### config.mk
export PLATFORM = sky130hd
export DESIGN_NAME = dcap_top
export DESIGN_NICKNAME = d
export VERILOG_FILES = /design/src/verilog/dcap_pkg.sv /design/src/verilog/dcap_mode_mem.sv /design/src/verilog/dcap_bank_table.sv /design/src/verilog/dcap_top.sv
export VERILOG_INCLUDE_DIRS = /design/src /design/src/verilog
export SDC_FILE = /design/constraint.sdc
export NUM_CORES = 1
export LEC_CHECK = 0
export ABC_AREA = 1
export ABC_CLOCK_PERIOD_IN_PS = 3700
export BUFFER_PORTS_ARGS = -buffer_cell sky130_fd_sc_hd__buf_2
export CORE_MARGIN = 2
export CORE_UTILIZATION = 41
export CTS_CLUSTER_DIAMETER = 40
export CTS_CLUSTER_SIZE = 30
export DETAILED_ROUTE_END_ITERATION = 16
export SLEW_MARGIN = 20
export SYNTH_ARGS = -nofsm -noshare
export SYNTH_HDL_FRONTEND = slang
export SYNTH_SLANG_ARGS = --single-unit
### constraint.sdc
create_clock -name aclk -period 3.7 [get_ports aclk]
set_clock_uncertainty 0.1 [all_clocks]
set_input_delay 0.37 -clock aclk [delete_from_list [all_inputs] [get_ports aclk]]
set_output_delay 0.37 -clock aclk [all_outputs]
set_load 0.01 [all_outputs]
### src/verilog/dcap_map.svh
// Register offsets, field positions, reset values and counts of the DRAM command port.
// What this block does
// - Activate takes the row; read and write take column and auto-precharge bit.
// - Precharge closes the addressed bank, or every bank when bit ten is high.
// - With on-the-fly chop enabled, bit twelve high gives 8 beats, low gives 4.
// - A load-mode command takes the mode register value from the address pins.
// - Bank pins pick which of mode registers zero to three is loaded.
// - Activate, read, write and precharge act on the bank the bank pins name.
// - Every command and control pin is captured on the rising clock edge.
// - Clock enable low enters precharge power-down, self refresh or active power-down.
// - Power-down and self refresh entry and exit are all synchronous; both exits take the clock enable level alone.
// - In power-down only clock, clock enable, reset and termination enable are heard.
// - In self refresh only clock enable and reset are heard.
// - Sixteen row bits, three bank bits; columns differ between x4 and x8.
// - Two ranks, each with its own select, clock enable and termination enable.
// - Each rank has eight banks, each holding its own open row.
// - The data strobe is timed from the clock.
// - A rank decodes only while its select is low.
// - Row strobe, column strobe, write enable and select form the command.
// - A write beat sampled with its mask high is discarded.
// - Termination follows termination enable unless mode register one disables it.
`ifndef DCAP_MAP_SVH
`define DCAP_MAP_SVH
`define DCAP_OFS_CTRL 8'h00
`define DCAP_OFS_STATUS 8'h04
`define DCAP_OFS_LASTCMD 8'h08
`define DCAP_OFS_LASTADR 8'h0c
`define DCAP_OFS_REFCNT 8'h10
`define DCAP_OFS_MODE 8'h20
`define DCAP_OFS_MODE_END 8'h3c
`define DCAP_CTRL_X8_BIT 0
`define DCAP_CTRL_RST 1'b0
`define DCAP_MODE_RST 16'h0000
`define DCAP_AP_BIT 10
`define DCAP_CHOP_BIT 12
`define DCAP_MODE_ZERO_LEN_LSB 0
`define DCAP_LEN_FIX8 2'h0
`define DCAP_LEN_OTF 2'h1
`define DCAP_LEN_FIX4 2'h2
`define DCAP_LEN_RSVD 2'h3
`define DCAP_MODE_ONE_TERM_A 2
`define DCAP_MODE_ONE_TERM_B 6
`define DCAP_MODE_ONE_TERM_C 9
`define DCAP_BEATS8 4'h8
`define DCAP_BEATS4 4'h4
`define DCAP_RESP_OKAY 2'h0
`define DCAP_RESP_SLVERR 2'h2
`endif

### src/verilog/dcap_pkg.sv
// Types shared by the DRAM command port.
package dcap_pkg;
	typedef enum logic [1:0] {
		PW_ACTIVE = 2'b00,
		PW_PRE_PD = 2'b01,
		PW_ACT_PD = 2'b10,
		PW_SELF_REF = 2'b11
	} dcap_power_t;
	typedef enum logic [2:0] {
		CMD_LOAD_MODE = 3'b000,
		CMD_REFRESH = 3'b001,
		CMD_PRECHARGE = 3'b010,
		CMD_ACTIVATE = 3'b011,
		CMD_WRITE = 3'b100,
		CMD_READ = 3'b101,
		CMD_CALIB = 3'b110,
		CMD_NOP = 3'b111
	} dcap_cmd_t;
	typedef struct packed {
		logic [1:0] cs_n;
		logic ras_n;
		logic cas_n;
		logic we_n;
		logic [2:0] ba;
		logic [15:0] addr;
	} dcap_ca_t;
	typedef struct packed {
		logic rank;
		dcap_cmd_t kind;
		logic [2:0] bank;
		logic auto_pre;
		logic burst8;
		logic [15:0] row;
		logic [11:0] col;
	} dcap_report_t;
endpackage

### src/verilog/dcap_mode_mem.sv
// Storage for the mode registers of both ranks, registered read port.
`timescale 1ns/10ps
module dcap_mode_mem #(
	parameter int WORDS = 8,
	parameter int W = 16
) (
	// Clock and reset.
	input wire logic clk,
	input wire logic rst_n,
	// Write port.
	input wire logic we,
	input wire logic [$clog2(WORDS)-1:0] waddr,
	input wire logic [W-1:0] wdata,
	// Read port.
	input wire logic [$clog2(WORDS)-1:0] raddr,
	output logic [W-1:0] rdata
);
	logic [W-1:0] mem_r [WORDS];

	always_ff @(posedge clk) begin
		if (!rst_n) begin
			for (int i = 0; i < WORDS; i++) begin
				mem_r[i] <= W'(0);
			end
		end else if (we) begin
			mem_r[waddr] <= wdata;
		end
	end

	always_ff @(posedge clk) begin
		rdata <= mem_r[raddr];
	end
endmodule // dcap_mode_mem

### src/verilog/dcap_bank_table.sv
// Open-row state of the banks of one rank.
`timescale 1ns/10ps
module dcap_bank_table #(
	parameter int BANKS = 8,
	parameter int ROW_W = 16
) (
	// Clock and reset.
	input wire logic clk,
	input wire logic rst_n,
	// Bank commands.
	input wire logic act,
	input wire logic pre_one,
	input wire logic pre_all,
	input wire logic [$clog2(BANKS)-1:0] bank,
	input wire logic [ROW_W-1:0] row,
	// State.
	output logic [BANKS-1:0] open_mask,
	output logic [ROW_W-1:0] sel_row
);
	logic [ROW_W-1:0] row_r [BANKS];

	for (genvar b = 0; b < BANKS; b++) begin : g_bank
		always_ff @(posedge clk) begin
			if (!rst_n) begin
				open_mask[b] <= 1'b0;
				row_r[b] <= ROW_W'(0);
			end else if (act && bank == b) begin
				open_mask[b] <= 1'b1;
				row_r[b] <= row;
			end else if (pre_all || (pre_one && bank == b)) begin
				open_mask[b] <= 1'b0;
			end
		end
	end

	assign sel_row = row_r[bank];
endmodule // dcap_bank_table

### src/verilog/dcap_top.sv
// Command, address and control decode of a two-rank DRAM with register access.
//
// Register access over AXI4-Lite and the register addresses were left to the implementer.
`timescale 1ns/10ps
`include "dcap_map.svh"
module dcap_top
	import dcap_pkg::*;
#(
	parameter int DATA_W = 8,
	parameter int BANKS = 8
) (
	// Clock and reset.
	input wire logic aclk,
	input wire logic aresetn,
	// Register bus, write side.
	input wire logic [7:0] awaddr,
	input wire logic awvalid,
	output logic awready,
	input wire logic [31:0] wdata,
	input wire logic [3:0] wstrb,
	input wire logic wvalid,
	output logic wready,
	output logic [1:0] bresp,
	output logic bvalid,
	input wire logic bready,
	// Register bus, read side.
	input wire logic [7:0] araddr,
	input wire logic arvalid,
	output logic arready,
	output logic [31:0] rdata,
	output logic [1:0] rresp,
	output logic rvalid,
	input wire logic rready,
	// Command, address and control pins.
	input wire dcap_ca_t ca,
	input wire logic [1:0] cke,
	input wire logic [1:0] termination_enable,
	input wire logic dram_reset_n,
	// Write data pins.
	input wire logic [DATA_W-1:0] wr_data,
	input wire logic write_byte_mask,
	// Outputs toward the array and the pads.
	output logic [1:0] term_on,
	output logic dqs_out,
	output logic wr_beat_valid,
	output logic [DATA_W-1:0] wr_beat_data,
	output logic cmd_valid,
	output dcap_report_t cmd_report
);
	// ==========================================================
	// Command decode
	// ==========================================================
	dcap_cmd_t kind;
	logic [1:0] dec;
	logic [1:0] cke_q_r;
	logic [3:0] pw_bits;
	logic [BANKS-1:0] open_w [2];
	logic [15:0] row_w [2];
	logic [15:0] mode_reg_zero_r [2];
	logic [15:0] mode_reg_one_r [2];
	logic rank_sel;
	logic [11:0] col;
	logic burst8;
	logic org_x8_r;

	assign kind = dcap_cmd_t'({ca.ras_n, ca.cas_n, ca.we_n});
	// Rank zero wins if both selects are low; the controller must not do that.
	assign rank_sel = !dec[0];
	assign col = org_x8_r ? {1'b0, ca.addr[11], ca.addr[9:0]} :
		{ca.addr[13], ca.addr[11], ca.addr[9:0]};

	always_comb begin
		unique case (mode_reg_zero_r[rank_sel][`DCAP_MODE_ZERO_LEN_LSB +: 2])
			`DCAP_LEN_FIX8: burst8 = 1'b1;
			`DCAP_LEN_OTF: burst8 = ca.addr[`DCAP_CHOP_BIT];
			`DCAP_LEN_FIX4: burst8 = 1'b0;
			`DCAP_LEN_RSVD: burst8 = 1'b1;
		endcase
	end

	// Pins are sampled on the rising aclk edge, which stands for the clock crossing.
	always_ff @(posedge aclk) begin
		if (!aresetn) begin
			cke_q_r <= 2'h0;
		end else begin
			cke_q_r <= cke;
		end
	end

	// ==========================================================
	// Per-rank power state and bank tables
	// ==========================================================
	for (genvar r = 0; r < 2; r++) begin : g_rank
		dcap_power_t pw_r;
		logic is_rw;

		assign pw_bits[2*r +: 2] = pw_r;
		// Receivers other than clock enable, reset and, in power-down, termination enable are off outside the active state.
		assign dec[r] = !ca.cs_n[r] && pw_r == PW_ACTIVE && cke[r] && dram_reset_n;
		assign is_rw = kind == CMD_READ || kind == CMD_WRITE;

		always_ff @(posedge aclk) begin
			if (!aresetn || !dram_reset_n) begin
				pw_r <= PW_ACTIVE;
			end else begin
				unique case (pw_r)
					PW_ACTIVE: begin
						if (cke_q_r[r] && !cke[r]) begin
							if (!ca.cs_n[r] && kind == CMD_REFRESH) begin
								pw_r <= PW_SELF_REF;
							end else if (|open_w[r]) begin
								pw_r <= PW_ACT_PD;
							end else begin
								pw_r <= PW_PRE_PD;
							end
						end
					end
					PW_PRE_PD, PW_ACT_PD: begin
						if (cke[r]) begin
							pw_r <= PW_ACTIVE;
						end
					end
					// Exit needs no clock history: the raw level alone releases it.
					PW_SELF_REF: begin
						if (cke[r]) begin
							pw_r <= PW_ACTIVE;
						end
					end
				endcase
			end
		end

		dcap_bank_table #(
			.BANKS(BANKS),
			.ROW_W(16)
		) u_banks (
			.clk(aclk),
			.rst_n(aresetn && dram_reset_n),
			.act(dec[r] && kind == CMD_ACTIVATE),
			.pre_one(dec[r] && ((kind == CMD_PRECHARGE && !ca.addr[`DCAP_AP_BIT]) ||
				(is_rw && ca.addr[`DCAP_AP_BIT]))),
			.pre_all(dec[r] && kind == CMD_PRECHARGE && ca.addr[`DCAP_AP_BIT]),
			.bank(ca.ba),
			.row(ca.addr),
			.open_mask(open_w[r]),
			.sel_row(row_w[r])
		);
	end

	// ==========================================================
	// Mode registers
	// ==========================================================
	logic mode_we;
	logic [2:0] mode_raddr;
	logic [15:0] mode_rdata;

	// Only bank codes zero to three name a mode register.
	assign mode_we = |dec && kind == CMD_LOAD_MODE && !ca.ba[2];

	always_ff @(posedge aclk) begin
		if (!aresetn || !dram_reset_n) begin
			for (int r = 0; r < 2; r++) begin
				mode_reg_zero_r[r] <= `DCAP_MODE_RST;
				mode_reg_one_r[r] <= `DCAP_MODE_RST;
			end
		end else if (mode_we) begin
			if (ca.ba[1:0] == 2'h0) begin
				mode_reg_zero_r[rank_sel] <= ca.addr;
			end
			if (ca.ba[1:0] == 2'h1) begin
				mode_reg_one_r[rank_sel] <= ca.addr;
			end
		end
	end

	dcap_mode_mem #(
		.WORDS(8),
		.W(16)
	) u_mode (
		.clk(aclk),
		.rst_n(aresetn && dram_reset_n),
		.we(mode_we),
		.waddr({rank_sel, ca.ba[1:0]}),
		.wdata(ca.addr),
		.raddr(mode_raddr),
		.rdata(mode_rdata)
	);

	// ==========================================================
	// Command report, data window, strobe and termination
	// ==========================================================
	logic [3:0] beats_r;
	logic wr_win_r;
	logic [31:0] refcnt_r;

	always_ff @(posedge aclk) begin
		if (!aresetn) begin
			cmd_valid <= 1'b0;
			cmd_report <= '0;
		end else begin
			cmd_valid <= |dec && kind != CMD_NOP;
			if (|dec && kind != CMD_NOP) begin
				cmd_report.rank <= rank_sel;
				cmd_report.kind <= kind;
				cmd_report.bank <= ca.ba;
				cmd_report.auto_pre <= ca.addr[`DCAP_AP_BIT];
				cmd_report.burst8 <= burst8;
				// Read and write report the open row of the addressed bank.
				cmd_report.row <= kind == CMD_ACTIVATE ? ca.addr : row_w[rank_sel];
				cmd_report.col <= col;
			end
		end
	end

	// A new read or write restarts the window; spacing is the controller's duty.
	always_ff @(posedge aclk) begin
		if (!aresetn) begin
			beats_r <= 4'h0;
			wr_win_r <= 1'b0;
		end else if (|dec && (kind == CMD_READ || kind == CMD_WRITE)) begin
			beats_r <= burst8 ? `DCAP_BEATS8 : `DCAP_BEATS4;
			wr_win_r <= kind == CMD_WRITE;
		end else if (beats_r != 4'h0) begin
			beats_r <= beats_r - 4'h1;
		end
	end

	always_ff @(posedge aclk) begin
		if (!aresetn) begin
			wr_beat_valid <= 1'b0;
			wr_beat_data <= '0;
			dqs_out <= 1'b0;
		end else begin
			wr_beat_valid <= beats_r != 4'h0 && wr_win_r && !write_byte_mask;
			wr_beat_data <= wr_data;
			dqs_out <= beats_r != 4'h0 && !wr_win_r && !dqs_out;
		end
	end

	always_ff @(posedge aclk) begin
		if (!aresetn) begin
			term_on <= 2'h0;
		end else begin
			for (int r = 0; r < 2; r++) begin
				term_on[r] <= termination_enable[r] && dram_reset_n && pw_bits[2*r +: 2] != PW_SELF_REF &&
					(mode_reg_one_r[r][`DCAP_MODE_ONE_TERM_A] || mode_reg_one_r[r][`DCAP_MODE_ONE_TERM_B] ||
					mode_reg_one_r[r][`DCAP_MODE_ONE_TERM_C]);
			end
		end
	end

	// Counting refreshes lets software check the controller's refresh rate.
	always_ff @(posedge aclk) begin
		if (!aresetn) begin
			refcnt_r <= 32'h0;
		end else if (|dec && kind == CMD_REFRESH) begin
			refcnt_r <= refcnt_r + 32'h1;
		end
	end

	// ==========================================================
	// Register bus slave
	// ==========================================================
	logic aw_held_r;
	logic w_held_r;
	logic [7:0] awaddr_r;
	logic [31:0] wdata_r;
	logic wstrb0_r;
	logic [7:0] araddr_r;
	logic rd_s1_r;
	logic rd_s2_r;

	always_ff @(posedge aclk) begin
		if (!aresetn) begin
			awready <= 1'b1;
			aw_held_r <= 1'b0;
			awaddr_r <= 8'h00;
		end else if (awvalid && awready) begin
			awready <= 1'b0;
			aw_held_r <= 1'b1;
			awaddr_r <= awaddr;
		end else if (bvalid && bready) begin
			awready <= 1'b1;
			aw_held_r <= 1'b0;
		end
	end

	always_ff @(posedge aclk) begin
		if (!aresetn) begin
			wready <= 1'b1;
			w_held_r <= 1'b0;
			wdata_r <= 32'h0;
			wstrb0_r <= 1'b0;
		end else if (wvalid && wready) begin
			wready <= 1'b0;
			w_held_r <= 1'b1;
			wdata_r <= wdata;
			wstrb0_r <= wstrb[0];
		end else if (bvalid && bready) begin
			wready <= 1'b1;
			w_held_r <= 1'b0;
		end
	end

	// Only the control word is writable; other mapped words ignore writes.
	always_ff @(posedge aclk) begin
		if (!aresetn) begin
			bvalid <= 1'b0;
			bresp <= `DCAP_RESP_OKAY;
			org_x8_r <= `DCAP_CTRL_RST;
		end else if (aw_held_r && w_held_r && !bvalid) begin
			bvalid <= 1'b1;
			bresp <= reg_mapped(awaddr_r) ? `DCAP_RESP_OKAY : `DCAP_RESP_SLVERR;
			if (awaddr_r == `DCAP_OFS_CTRL && wstrb0_r) begin
				org_x8_r <= wdata_r[`DCAP_CTRL_X8_BIT];
			end
		end else if (bvalid && bready) begin
			bvalid <= 1'b0;
		end
	end

	function automatic logic reg_mapped(input logic [7:0] a);
		reg_mapped = a[1:0] == 2'h0 && (a <= `DCAP_OFS_REFCNT ||
			(a >= `DCAP_OFS_MODE && a <= `DCAP_OFS_MODE_END));
	endfunction

	assign mode_raddr = araddr_r[4:2];

	always_ff @(posedge aclk) begin
		if (!aresetn) begin
			arready <= 1'b1;
			araddr_r <= 8'h00;
			rd_s1_r <= 1'b0;
			rd_s2_r <= 1'b0;
			rvalid <= 1'b0;
			rdata <= 32'h0;
			rresp <= `DCAP_RESP_OKAY;
		end else begin
			rd_s1_r <= arvalid && arready;
			rd_s2_r <= rd_s1_r;
			if (arvalid && arready) begin
				arready <= 1'b0;
				araddr_r <= araddr;
			end else if (rvalid && rready) begin
				arready <= 1'b1;
				rvalid <= 1'b0;
			end
			// The mode word needs one cycle in the memory before it can be returned.
			if (rd_s2_r) begin
				rvalid <= 1'b1;
				rresp <= reg_mapped(araddr_r) ? `DCAP_RESP_OKAY : `DCAP_RESP_SLVERR;
				if (!reg_mapped(araddr_r)) begin
					rdata <= 32'h0;
				end else if (araddr_r >= `DCAP_OFS_MODE) begin
					rdata <= {16'h0, mode_rdata};
				end else begin
					unique case (araddr_r)
						`DCAP_OFS_CTRL: rdata <= {31'h0, org_x8_r};
						`DCAP_OFS_STATUS: rdata <= {12'h0, open_w[1], open_w[0], pw_bits};
						`DCAP_OFS_LASTCMD: rdata <= {23'h0, cmd_report.rank, cmd_report.kind,
							cmd_report.bank, cmd_report.auto_pre, cmd_report.burst8};
						`DCAP_OFS_LASTADR: rdata <= {4'h0, cmd_report.col, cmd_report.row};
						default: rdata <= refcnt_r;
					endcase
				end
			end
		end
	end
endmodule // dcap_top

# After elaboration in Yosys (flattened, before gate mapping)
# Memory sizes are Yosys's and may differ from the RTL's. A register that Yosys moved wholly into a read port is not among the register bits.
# Index checks and enable logic that the tools add are counted.
# totals
register_bits	173
ramBits	448
input_bits	97
out_inout_bits	91
elab_cells	434
n_memories	5
# op_classes
n_addsub	2
magnitude_cmp	7
n_eq_ne	33
mux	155
n_bitwise	17
reduce_logical	164
# mem_list
memory	depth	width	read_ports	rd_ports_with_merged_regs	write_ports	line_no	source
g_rank[0].u_banks.row_r	8	16	1	0	8	dcap_bank_table.sv:20	logic [ROW_W-1:0] row_r [BANKS];
g_rank[1].u_banks.row_r	8	16	1	0	8	dcap_bank_table.sv:20	
u_mode.mem_r	8	16	1	1	8	dcap_mode_mem.sv:18	logic [W-1:0] mem_r [WORDS];
mode_reg_one_r	2	16	2	0	2	dcap_top.sv:60	logic [15:0] mode_reg_one_r [2];
mode_reg_zero_r	2	16	1	0	2	dcap_top.sv:59	logic [15:0] mode_reg_zero_r [2];
# op_table
cell	count
16-bit two-way mux	23
32-bit case mux with 4 select lines	1
1-bit two-way mux	111
1-bit logical AND	80
32-bit two-way mux	2
16-bit OR reduction	3
2-bit nonzero test	22
32-bit by 1-bit adder with 32-bit output, second input constant	1
1-bit logical OR	25
2-bit two-way mux	10
3-bit equality test, second input constant	6
8-bit by 4-bit equality test with 1-bit output, second input constant	2
8-bit by 6-bit greater-or-equal comparator with 1-bit output, second input constant	2
8-bit by 5-bit <= comparator with 1-bit output, second input constant	2
8-bit by 6-bit <= comparator with 1-bit output, second input constant	2
8-bit logical NOT	2
1-bit bitwise OR	16
8-bit OR reduction	2
1-bit logical NOT	13
2-bit equality test, second input constant	6
3-bit by 2-bit equality test with 1-bit output, second input constant	4
2-bit logical NOT	6
12-bit two-way mux	1
4-bit two-way mux	3
other kinds (17)	33

# Depth between registers and ports, before layout
# Gate-level depths: netlist (run 1).
# logic_depth
depth_word	12
ltp_mapped	13
mapped_depth_nobuf	12

# By module
# A second synthesis (run 1) with hierarchy kept.
# hier_totals
hier_cells	3367
hier_area_um2	27790.4
# modules_own_cells
mod	n_inst	cells_per_inst	area_per_inst_um2	seq_area_each_um2
dcap_bank_table	2	714	6452.4	4003.8
dcap_top	1	1189	8245.4	3403.3
dcap_mode_mem	1	750	6640.1	4164.0

# Worst setup path before layout (run 1)
# No wires, ideal clock.
# synth_timing
path_kind	input -> register
start	input port ca[21] in the netlist's numbering
end	memory g_rank[0].u_banks.row_r[0][0] (enable)
setup_ns	0.411
arrival_ns	2.366
required_ns	3.189
setup_slack_ns	0.823
path_stages	7
path_buffers	0
cell_sequence	inv_2 nand2_1 nor2_4 inv_2 nor2_4 inv_1 o21ai_0
# synth_rtl
element	line_no	source
start: declaration	dcap_top.sv:35	input wire dcap_ca_t ca,
end: declaration	dcap_bank_table.sv:20	

# Worst setup path in the final report (run 1)
# layout_timing
start	register g_rank[0].pw_r[1]
end	register refcnt_r[11]
# layout_via
elab_chain_len	6
# layout_rtl
element	line_no	source
start: declaration	dcap_top.sv:94	dcap_power_t pw_r;
start signal: assignment	dcap_top.sv:104	pw_r <= PW_ACTIVE;
start signal: assignment	dcap_top.sv:110	pw_r <= PW_SELF_REF;
start signal: assignment	dcap_top.sv:112	pw_r <= PW_ACT_PD;
2-bit logical NOT	dcap_top.sv:99	assign dec[r] = !ca.cs_n[r] && pw_r == PW_ACTIVE && cke[r] && dram_reset_n;
1-bit logical AND (3 in a row)	dcap_top.sv:99	
2-bit OR reduction	dcap_top.sv:256	end else if (|dec && kind == CMD_REFRESH) begin
1-bit logical AND	dcap_top.sv:256	
end signal: assignment	dcap_top.sv:257	refcnt_r <= refcnt_r + 32'h1;
end: declaration	dcap_top.sv:194	logic [31:0] refcnt_r;
# No other way between the ends.
# A chain may end at the register's enable or synchronous reset.

==> qor.txt, run 1 <==
Sw Share: 0.257
FF+latch count, synth: 581
# diodes: 0
Final Hold Viols: 0
Number of global-route vias before repair: 19,200
First-pass GRT wire length: 115,000 µm
Num CTS Buffers: 79
Worst R2R Path Depth: 10
Fin Setup TNS: 0 ps
I/O Buffers: 151
Number of flops mapped to enable cells by yosys: 394
Die W: 252 µm
Routed wire per std cell: 20.6 µm
Final setup viols: 0
Post-DRT Antenna Nets: 0
CTS tree: done
Worst reg-to-reg setup slack: 880 ps
Fraction of registers with async set/reset: 0
Remaining Overflow, GRT: 0
Yosys synthesis warning count: 0
Router iterations before antenna repair: 5
Aggregate routed wire length: 77,000 µm
Run status: complete, no violations
Final setup margin: 882 ps
Avg Inst Size Synth: 9.28 µm²
Share of cells above drive strength 1: 0.142
Synth top area share: 0.471
PwrDens: 546 nW/µm²
Critical path's slowest cell: nand4_1
Final period utilization: 0.762
# nets final: 2,985
Initial DRC count: 2,032
Layout area overhead: 18.3%
H-tree depth: 3
Reg power frac: 0.454
Critical path class: reg2reg
Grt met1 use: 0.323
Placer congestion estimate: 1.05
DIE AREA: 63,300 µm²
FF+latch area: 15,600 µm²
R2R Path Start: g_rank[0].pw_r[1]$_SDFFE_PN0P_
CP Data Required Time: 4110 ps
Max Transition Viols Final: 0
Met2 usage: 0.388
Worst-skew pair later-pin latency: 620 ps
Crit path arrival time: 3220 ps
Final hold slack: 46.4 ps
CP endpoint kind: flop
Overall Global Routing Usage: 0.241
RSZ-0062 raised after global routing: no
Peak Freq: 0.355 GHz
Logic pwr share: 0.084
Residual DRC: 0
Max_cap viols: 0
Antenna violations before repair: 0
Starting Density: 0.416
Grt met3 use: 0.0483
Crit Path Max Fanout: 17
Min cycle time layout: 2820 ps
Internal power: 12,000 µW
Clock buffer depth: 3
Startpoint types: flop
Place WS: 910 ps
Max incr delay on CP: 580 ps
Via-to-Cell Ratio: 5.42
Worst slew margin: 0.270
Most common cell in the netlist: nor2_1
Synth top cells by count: nor2_1, nand2_1, edfxtp_1
Primary FF master, synth: edfxtp_1
Most common cell on crit path: nor2_1
Fill count: 5,533
Sequential share of the synthesized area: 0.620
Min-delay worst type: in2reg
DIE HEIGHT: 252 µm
Clock net sink count: 581
CP startpoint: g_rank[0].pw_r[1]$_SDFFE_PN0P_
Synth top area cells: edfxtp_1, dfxtp_1, nor2_1, nand2_1, a21oi_1
Clock Power Share: 0.463
Busiest grt layer: met2
Critical Path End: refcnt_r[11]$_SDFFE_PN0P_
Reg-to-reg endpoint: refcnt_r[11]$_SDFFE_PN0P_
Area of the multi-input gates: 8120 µm²
Reg clk slew, reported paths: 60 ps
Detailed placement HPWL: 49,800 µm
Syn Inst Count: 2,707
Worst Tran Pin Value: 1090 ps
Peak supply drop: 0.355 mV
Detailed-route via count: 20,200
Synth Cell Area: 25,100 µm²
Unique masters post-synth: 48
Root buffer cell: clkbuf_16
CP cell instances: nor2_1 > nand4_1 > nand2_2 > nand2_2 > nor2_1 > nand3_1 > nor2_1 > nand2_1 > nand2_1 > nor2_1
Leakage: 0.0120 µW
IO Count: 188
P_sw: 4170 µW
Rows: 90
Largest net degree at the start of global routing: 92
CORE AREA: 60,500 µm²
Top cell type by total area after synthesis: edfxtp_1
timing repair:
action / 4_1_cts / 5_1_grt
resized for setup: 0 / 0
buffers inserted: 0 / 0
setup endpoints to repair: 0 / 0
hold buffers: 41 / 0
hold endpoints to repair: 46 / 0
through the flow:
stage	cells	total power, µW	instance area [µm²]	utilization
after CTS	3732	16300	29700	0.491
after floorplan	2708	8240	25100	-
final	3732	16200	29700	0.491
after detailed placement	3545	8800	26700	0.441
after global routing	3732	16700	29700	0.491
after global placement	3545	8760	26700	0.441
critical path, delay by kind of cell (launching register included):
kind | cells | cell delay (ps)
flip-flops | 1 | 350
AND/OR/NAND/NOR | 10 | 2270
worst min path at each step:
stage	depth (start not counted)	to	slack, ps	from
after floorplan	2	rd_s2_r$_SDFF_PN0_	290	rd_s1_r$_SDFF_PN0_
after global placement	2	rd_s2_r$_SDFF_PN0_	300	rd_s1_r$_SDFF_PN0_
after detailed placement	2	rd_s2_r$_SDFF_PN0_	310	rd_s1_r$_SDFF_PN0_
after CTS	3	cmd_report[23]$_SDFFE_PN0P_	9	ca[11]
after global routing	3	araddr_r[5]$_SDFFE_PN0P_	30	araddr[5]
final	3	araddr_r[5]$_SDFFE_PN0P_	50	araddr[5]
sequential cells by signal, summed over array words and instances, names as in the netlist, 2 cells and up:
| name | flops |
|---|---|
| u_mode.mem_r | 128 |
| awaddr_r | 8 |
| rdata | 32 |
| refcnt_r | 32 |
| wr_beat_data | 8 |
| g_rank.u_banks.row_r | 256 |
| cke_q_r | 2 |
| term_on | 2 |
| araddr_r | 8 |
| mode_reg_one_r | 6 |
| cmd_report | 37 |
| beats_r | 4 |
| u_mode.rdata | 16 |
| g_rank.pw_r | 4 |
| mode_reg_zero_r | 4 |
| g_rank.u_banks.open_mask | 16 |
metal layers:
metal | routed length (µm) | up-vias
met2 | 36100 | 902
li1 | - | 9458
met1 | 32000 | 9744
met3 | 6790 | 132
met4 | 2180 | 0
met5 | 0 | -
power groups by stage:
stage / registers [µW] / clock network (µW) / logic (µW)
global placement: 7480 / 0 / 1290
CTS: 7360 / 7590 / 1350
detailed placement: 7490 / 0 / 1310
finish: 7360 / 7510 / 1360
floorplan: 7470 / 0 / 772
global route: 7380 / 7860 / 1470
cell type report:
type / count / area share
tap: 782 / 0.0329
multi-input combinational: 1762 / 0.273
timing repair buffer: 259 / 0.0562
sequential: 581 / 0.524
inverter: 202 / 0.0255
clock inverter: 59 / 0.0203
clock buffer: 87 / 0.0679
cells in the final DEF, fill, tap and decap left out, drive strengths merged, types with 17 or more instances in the layout:
cell type	instances
buf	218
o31ai	17
nor2	611
clkbuf	87
a31oi	26
dlygate4sd3	41
nor3	23
edfxtp	394
inv	200
o21ai	90
a22oi	50
nand2	516
dfxtp	187
clkinv	39
nand3	137
nand4	70
a21oi	174
kinds of logic after synthesis:
logic type / share of synthesized area
flip-flops: 0.620
adder cells (fa/ha/maj): 0.00149
XOR/XNOR: 0.00383
AND/OR/NAND/NOR: 0.232
buffers and inverters: 0.0580
AO/OA/AOI/OAI: 0.0848
multiplexers: 0.000398
other: 0.000149
(Power assumes the default switching activity.)
==> run 2: changes to the inputs <==
--- a/config.mk
+++ b/config.mk
@@ -6,8 +6,8 @@
 export SDC_FILE = /design/constraint.sdc
 export NUM_CORES = 1
 export LEC_CHECK = 0
-export ABC_AREA = 1
-export ABC_CLOCK_PERIOD_IN_PS = 3700
+export ABC_AREA = 0
+export ABC_CLOCK_PERIOD_IN_PS = 2400
 export BUFFER_PORTS_ARGS = -buffer_cell sky130_fd_sc_hd__buf_2
 export CORE_MARGIN = 2
 export CORE_UTILIZATION = 41
==> constraint.sdc (replaced) <==
create_clock -name aclk -period 2.4 [get_ports aclk]
set_clock_uncertainty 0.1 [all_clocks]
set_input_delay 0.24 -clock aclk [delete_from_list [all_inputs] [get_ports aclk]]
set_output_delay 0.24 -clock aclk [all_outputs]
set_load 0.01 [all_outputs]
==> run 2 against run 1 <==
Against the previous run:
- largest power group unchanged
- non-clock buffer count increased by 66
- flip-flop and latch count unchanged
- first-iteration DRC count decreased by 23%
- synthesized area increased by 2.8%
- setup slack got worse by 800 ps
- critical path depth decreased by 1
- clock power increased by 70%
- sequential power increased by 52%
- cell area increased by 7.3%
- combinational power increased by 41%
==> qor.txt, run 2 <==
Run status: complete, no violations (unchanged)
Final hold slack: 23.4 ps (was 46.4 ps)
Starting Density: 0.412 (was 0.416)
Most frequent cells in the layout: and2_1, edfxtp_1, nand2_1 (was nor2_1, nand2_1, edfxtp_1)
Unique masters post-synth: 75 (was 48)
CTS tree: done (unchanged)
Peak Freq: 0.431 GHz
Reg clk slew, reported paths: 60 ps (about the same)
Most common cell after layout, fill and taps aside: and2_1 (was nor2_1)
RSZ-0062 raised after global routing: no (unchanged)
Remaining Overflow, GRT: 0 (unchanged)
Detailed-route via count: 17,600 (was 20,200)
Detailed placement HPWL: 46,400 µm (was 49,800 µm)
Design Area, Final: 31,900 µm² (was 29,700 µm²)
Fraction of registers with async set/reset: 0 (unchanged)
Min-delay worst type: in2reg (unchanged)
Final period utilization: 0.966
IO Count: 188 (unchanged)
H-tree depth: 3 (unchanged)
Num CTS Buffers: 87 (was 79)
Final Hold Viols: 0 (unchanged)
CP bufs+invs: 5 (was 0)
PwrDens: 816 nW/µm² (was 546 nW/µm²)
Initial DRC count: 1,564 (was 2,032)
Fin Setup TNS: 0 ps (unchanged)
Worst Tran Pin Value: 759 ps (was 1090 ps)
Yosys synthesis warning count: 0 (unchanged)
DP Area: 28,300 µm² (was 26,700 µm²)
Synth top area share: 0.458 (was 0.471)
Worst slew margin: 0.494 (was 0.270)
Final setup viols: 0 (unchanged)
Via-to-Cell Ratio: 5.42 (about the same)
Top cell type by total area after synthesis: edfxtp_1 (unchanged)
Rows: 92 (was 90)
Clock buffer depth: 3 (unchanged)
Leakage: 0.0124 µW (was 0.0120 µW)
Crit path arrival time: 2800 ps (was 3220 ps)
Postcts setup bufs: 0 (unchanged)
Min cycle time layout: 2320 ps
Critical path class: in2reg (was reg2reg)
FF+latch count, synth: 581 (unchanged)
Share of cells above drive strength 1: 0.247 (was 0.142)
Avg Inst Size Synth: 12.5 µm² (was 9.28 µm²)
Fill count: 5,436 (was 5,533)
Overall Global Routing Usage: 0.225 (was 0.241)
Primary FF master, synth: edfxtp_1 (unchanged)
Synth top cells by count: and2_1, edfxtp_1, nand2_1 (was nor2_1, nand2_1, edfxtp_1)
Syn Inst Count: 2,071 (was 2,707)
Root buffer cell: clkbuf_16 (unchanged)
Post-DRT Antenna Nets: 0 (unchanged)
Placer congestion estimate: 0.877 (was 1.05)
Max Transition Viols Final: 0 (unchanged)
Aggregate routed wire length: 73,500 µm (was 77,000 µm)
Layout area overhead: 23.4% (was 18.3%)
CP Data Required Time: 2880 ps (was 4110 ps)
Synth top area cells: edfxtp_1, dfxtp_1, and2_1, mux4_2, nand2_1 (was edfxtp_1, dfxtp_1, nor2_1, nand2_1, a21oi_1)
Max_cap viols: 0 (unchanged)
Routed wire per std cell: 22.6 µm (was 20.6 µm)
Clock net sink count: 581 (unchanged)
Sequential share of the synthesized area: 0.603 (was 0.620)
DIE AREA: 65,000 µm² (was 63,300 µm²)
Number of global-route vias before repair: 17,500 (was 19,200)
Residual DRC: 0 (unchanged)
Peak supply drop: 0.617 mV (was 0.355 mV)
Number of flops mapped to enable cells by yosys: 394 (unchanged)
Max reg flops: 256 (unchanged)
Most common cell in the netlist: and2_1 (was nor2_1)
Largest regs: g_rank.u_banks.row_r (256), u_mode.mem_r (128), cmd_report (37) (unchanged)
Router iterations before antenna repair: 6 (was 5)
I/O Buffers: 151 (unchanged)
CORE AREA: 62,600 µm² (was 60,500 µm²)
First-pass GRT wire length: 108,000 µm (was 115,000 µm)
Crit Path Max Fanout: 6 (was 17)
Antenna violations before repair: 4 (was 0)
Reg with most FFs: g_rank.u_banks.row_r (unchanged)
Die W: 255 µm (was 252 µm)
Synth Cell Area: 25,800 µm² (was 25,100 µm²)
Largest net degree at the start of global routing: 50 (was 92)
CP top delay family: buffers and inverters (was simple AND/OR/NAND/NOR gates)
# nets final: 2,424 (was 2,985)
Max incr delay on CP: 570 ps (was 580 ps)
Worst reg-to-reg setup slack: 90 ps (was 880 ps)
Worst-skew pair later-pin latency: 650 ps (was 620 ps)
CP cell instances: dlygate4sd3_1 > buf_2 > buf_4 > buf_4 > or3b_2 > o211ai_1 > a31oi_1 > nor3_1 > dlygate4sd3_1 (was nor2_1 > nand4_1 > nand2_2 > nand2_2 > nor2_1 > nand3_1 > nor2_1 > nand2_1 > nand2_1 > nor2_1)
Startpoint types: input port (was flop)
Post-layout util: 0.509 (was 0.491)
Critical path's slowest cell: dlygate4sd3_1 (was nand4_1)
DIE HEIGHT: 255 µm (was 252 µm)
CP endpoint kind: flop (unchanged)
-- run 2: cell types whose count changed after synthesis, sizes merged, moves of 38 or more --
cell,before,now
nand4,70,8
nor2,611,73
a21oi,174,65
mux4,0,97
and2,1,412
nand3,137,51
nand2,516,213
inv,184,32
a22oi,50,12
-- run 2: where the power goes --
part           internal (µW)  switching, µW
registers              11100            177
logic                    779           1140
clock network           7770           5080
total                  19600           6390
-- run 2: kinds of logic after synthesis --
kind of cell,Yosys count,share of synthesized area
adder cells (fa/ha/maj),3,0.00145
XOR/XNOR,10,0.00339
other,1,0.000145
multiplexers,152,0.107
AO/OA/AOI/OAI,287,0.0741
AND/OR/NAND/NOR,843,0.179
flip-flops,581,0.603
buffers and inverters,194,0.0320
-- run 2: worst reg2reg max path, stage by stage, from the launching register on --
cell	delay, ps
dfxtp_1	350
nor3_2	220
and3_2	310
buf_4	230
nand2_1	260
o21ai_1	320
buf_12	220
-- run 2: layer usage --
layer	track usage	wire, µm
met1	0.290	30000
met4	0.0991	3080
met3	0.0330	4050
met5	0	8
met2	0.379	36400
-- run 2: stage by stage --
step | total power (µW) | std cells | setup slack [ps]
detailed placement | 13300 | 3024 | -150
global placement | 13200 | 3024 | -127
finish | 26000 | 3244 | 81.9
CTS | 26200 | 3241 | 4.31
floorplan | 12500 | 2072 | -334
global route | 26700 | 3243 | 5.46
-- run 2: layout make-up --
cell class | count | area [µm²] | share of cell area
Antenna cell | 2 | 5.00 | 0.000157
Inverter | 32 | 120 | 0.00377
Clock inverter | 63 | 738 | 0.0232
Sequential cell | 581 | 15600 | 0.489
Clock buffer | 98 | 2260 | 0.0709
Tap cell | 846 | 1060 | 0.0332
Multi-Input combinational cell | 1297 | 9530 | 0.299
Timing Repair Buffer | 325 | 2600 | 0.0815
-- run 2: path summary, 6_finish.rpt --
path	cells after the start	endpoint	start
setup / recovery	9	g_rank[1].pw_r[1]$_SDFFE_PN0P_	ca[19]
hold / removal	3	cmd_report[3]$_SDFFE_PN0P_	ca[3]
setup reg to reg	6	g_rank[1].u_banks.row_r[2][6]$_SDFFCE_PN0P_	g_rank[1].pw_r[1]$_SDFFE_PN0P_
hold reg to reg	1	dqs_out$_SDFF_PN0_	dqs_out$_SDFF_PN0_
-- run 2: what timing repair did --
| action | in CTS | in global routing |
|---|---|---|
| hold buffers | 56 | 1 |
| endpoints found under the setup margin | 45 | 112 |
| endpoints found under the hold margin | 45 | 1 |
| gates cloned | 0 | 0 |
| gates resized for setup | 3 | 7 |
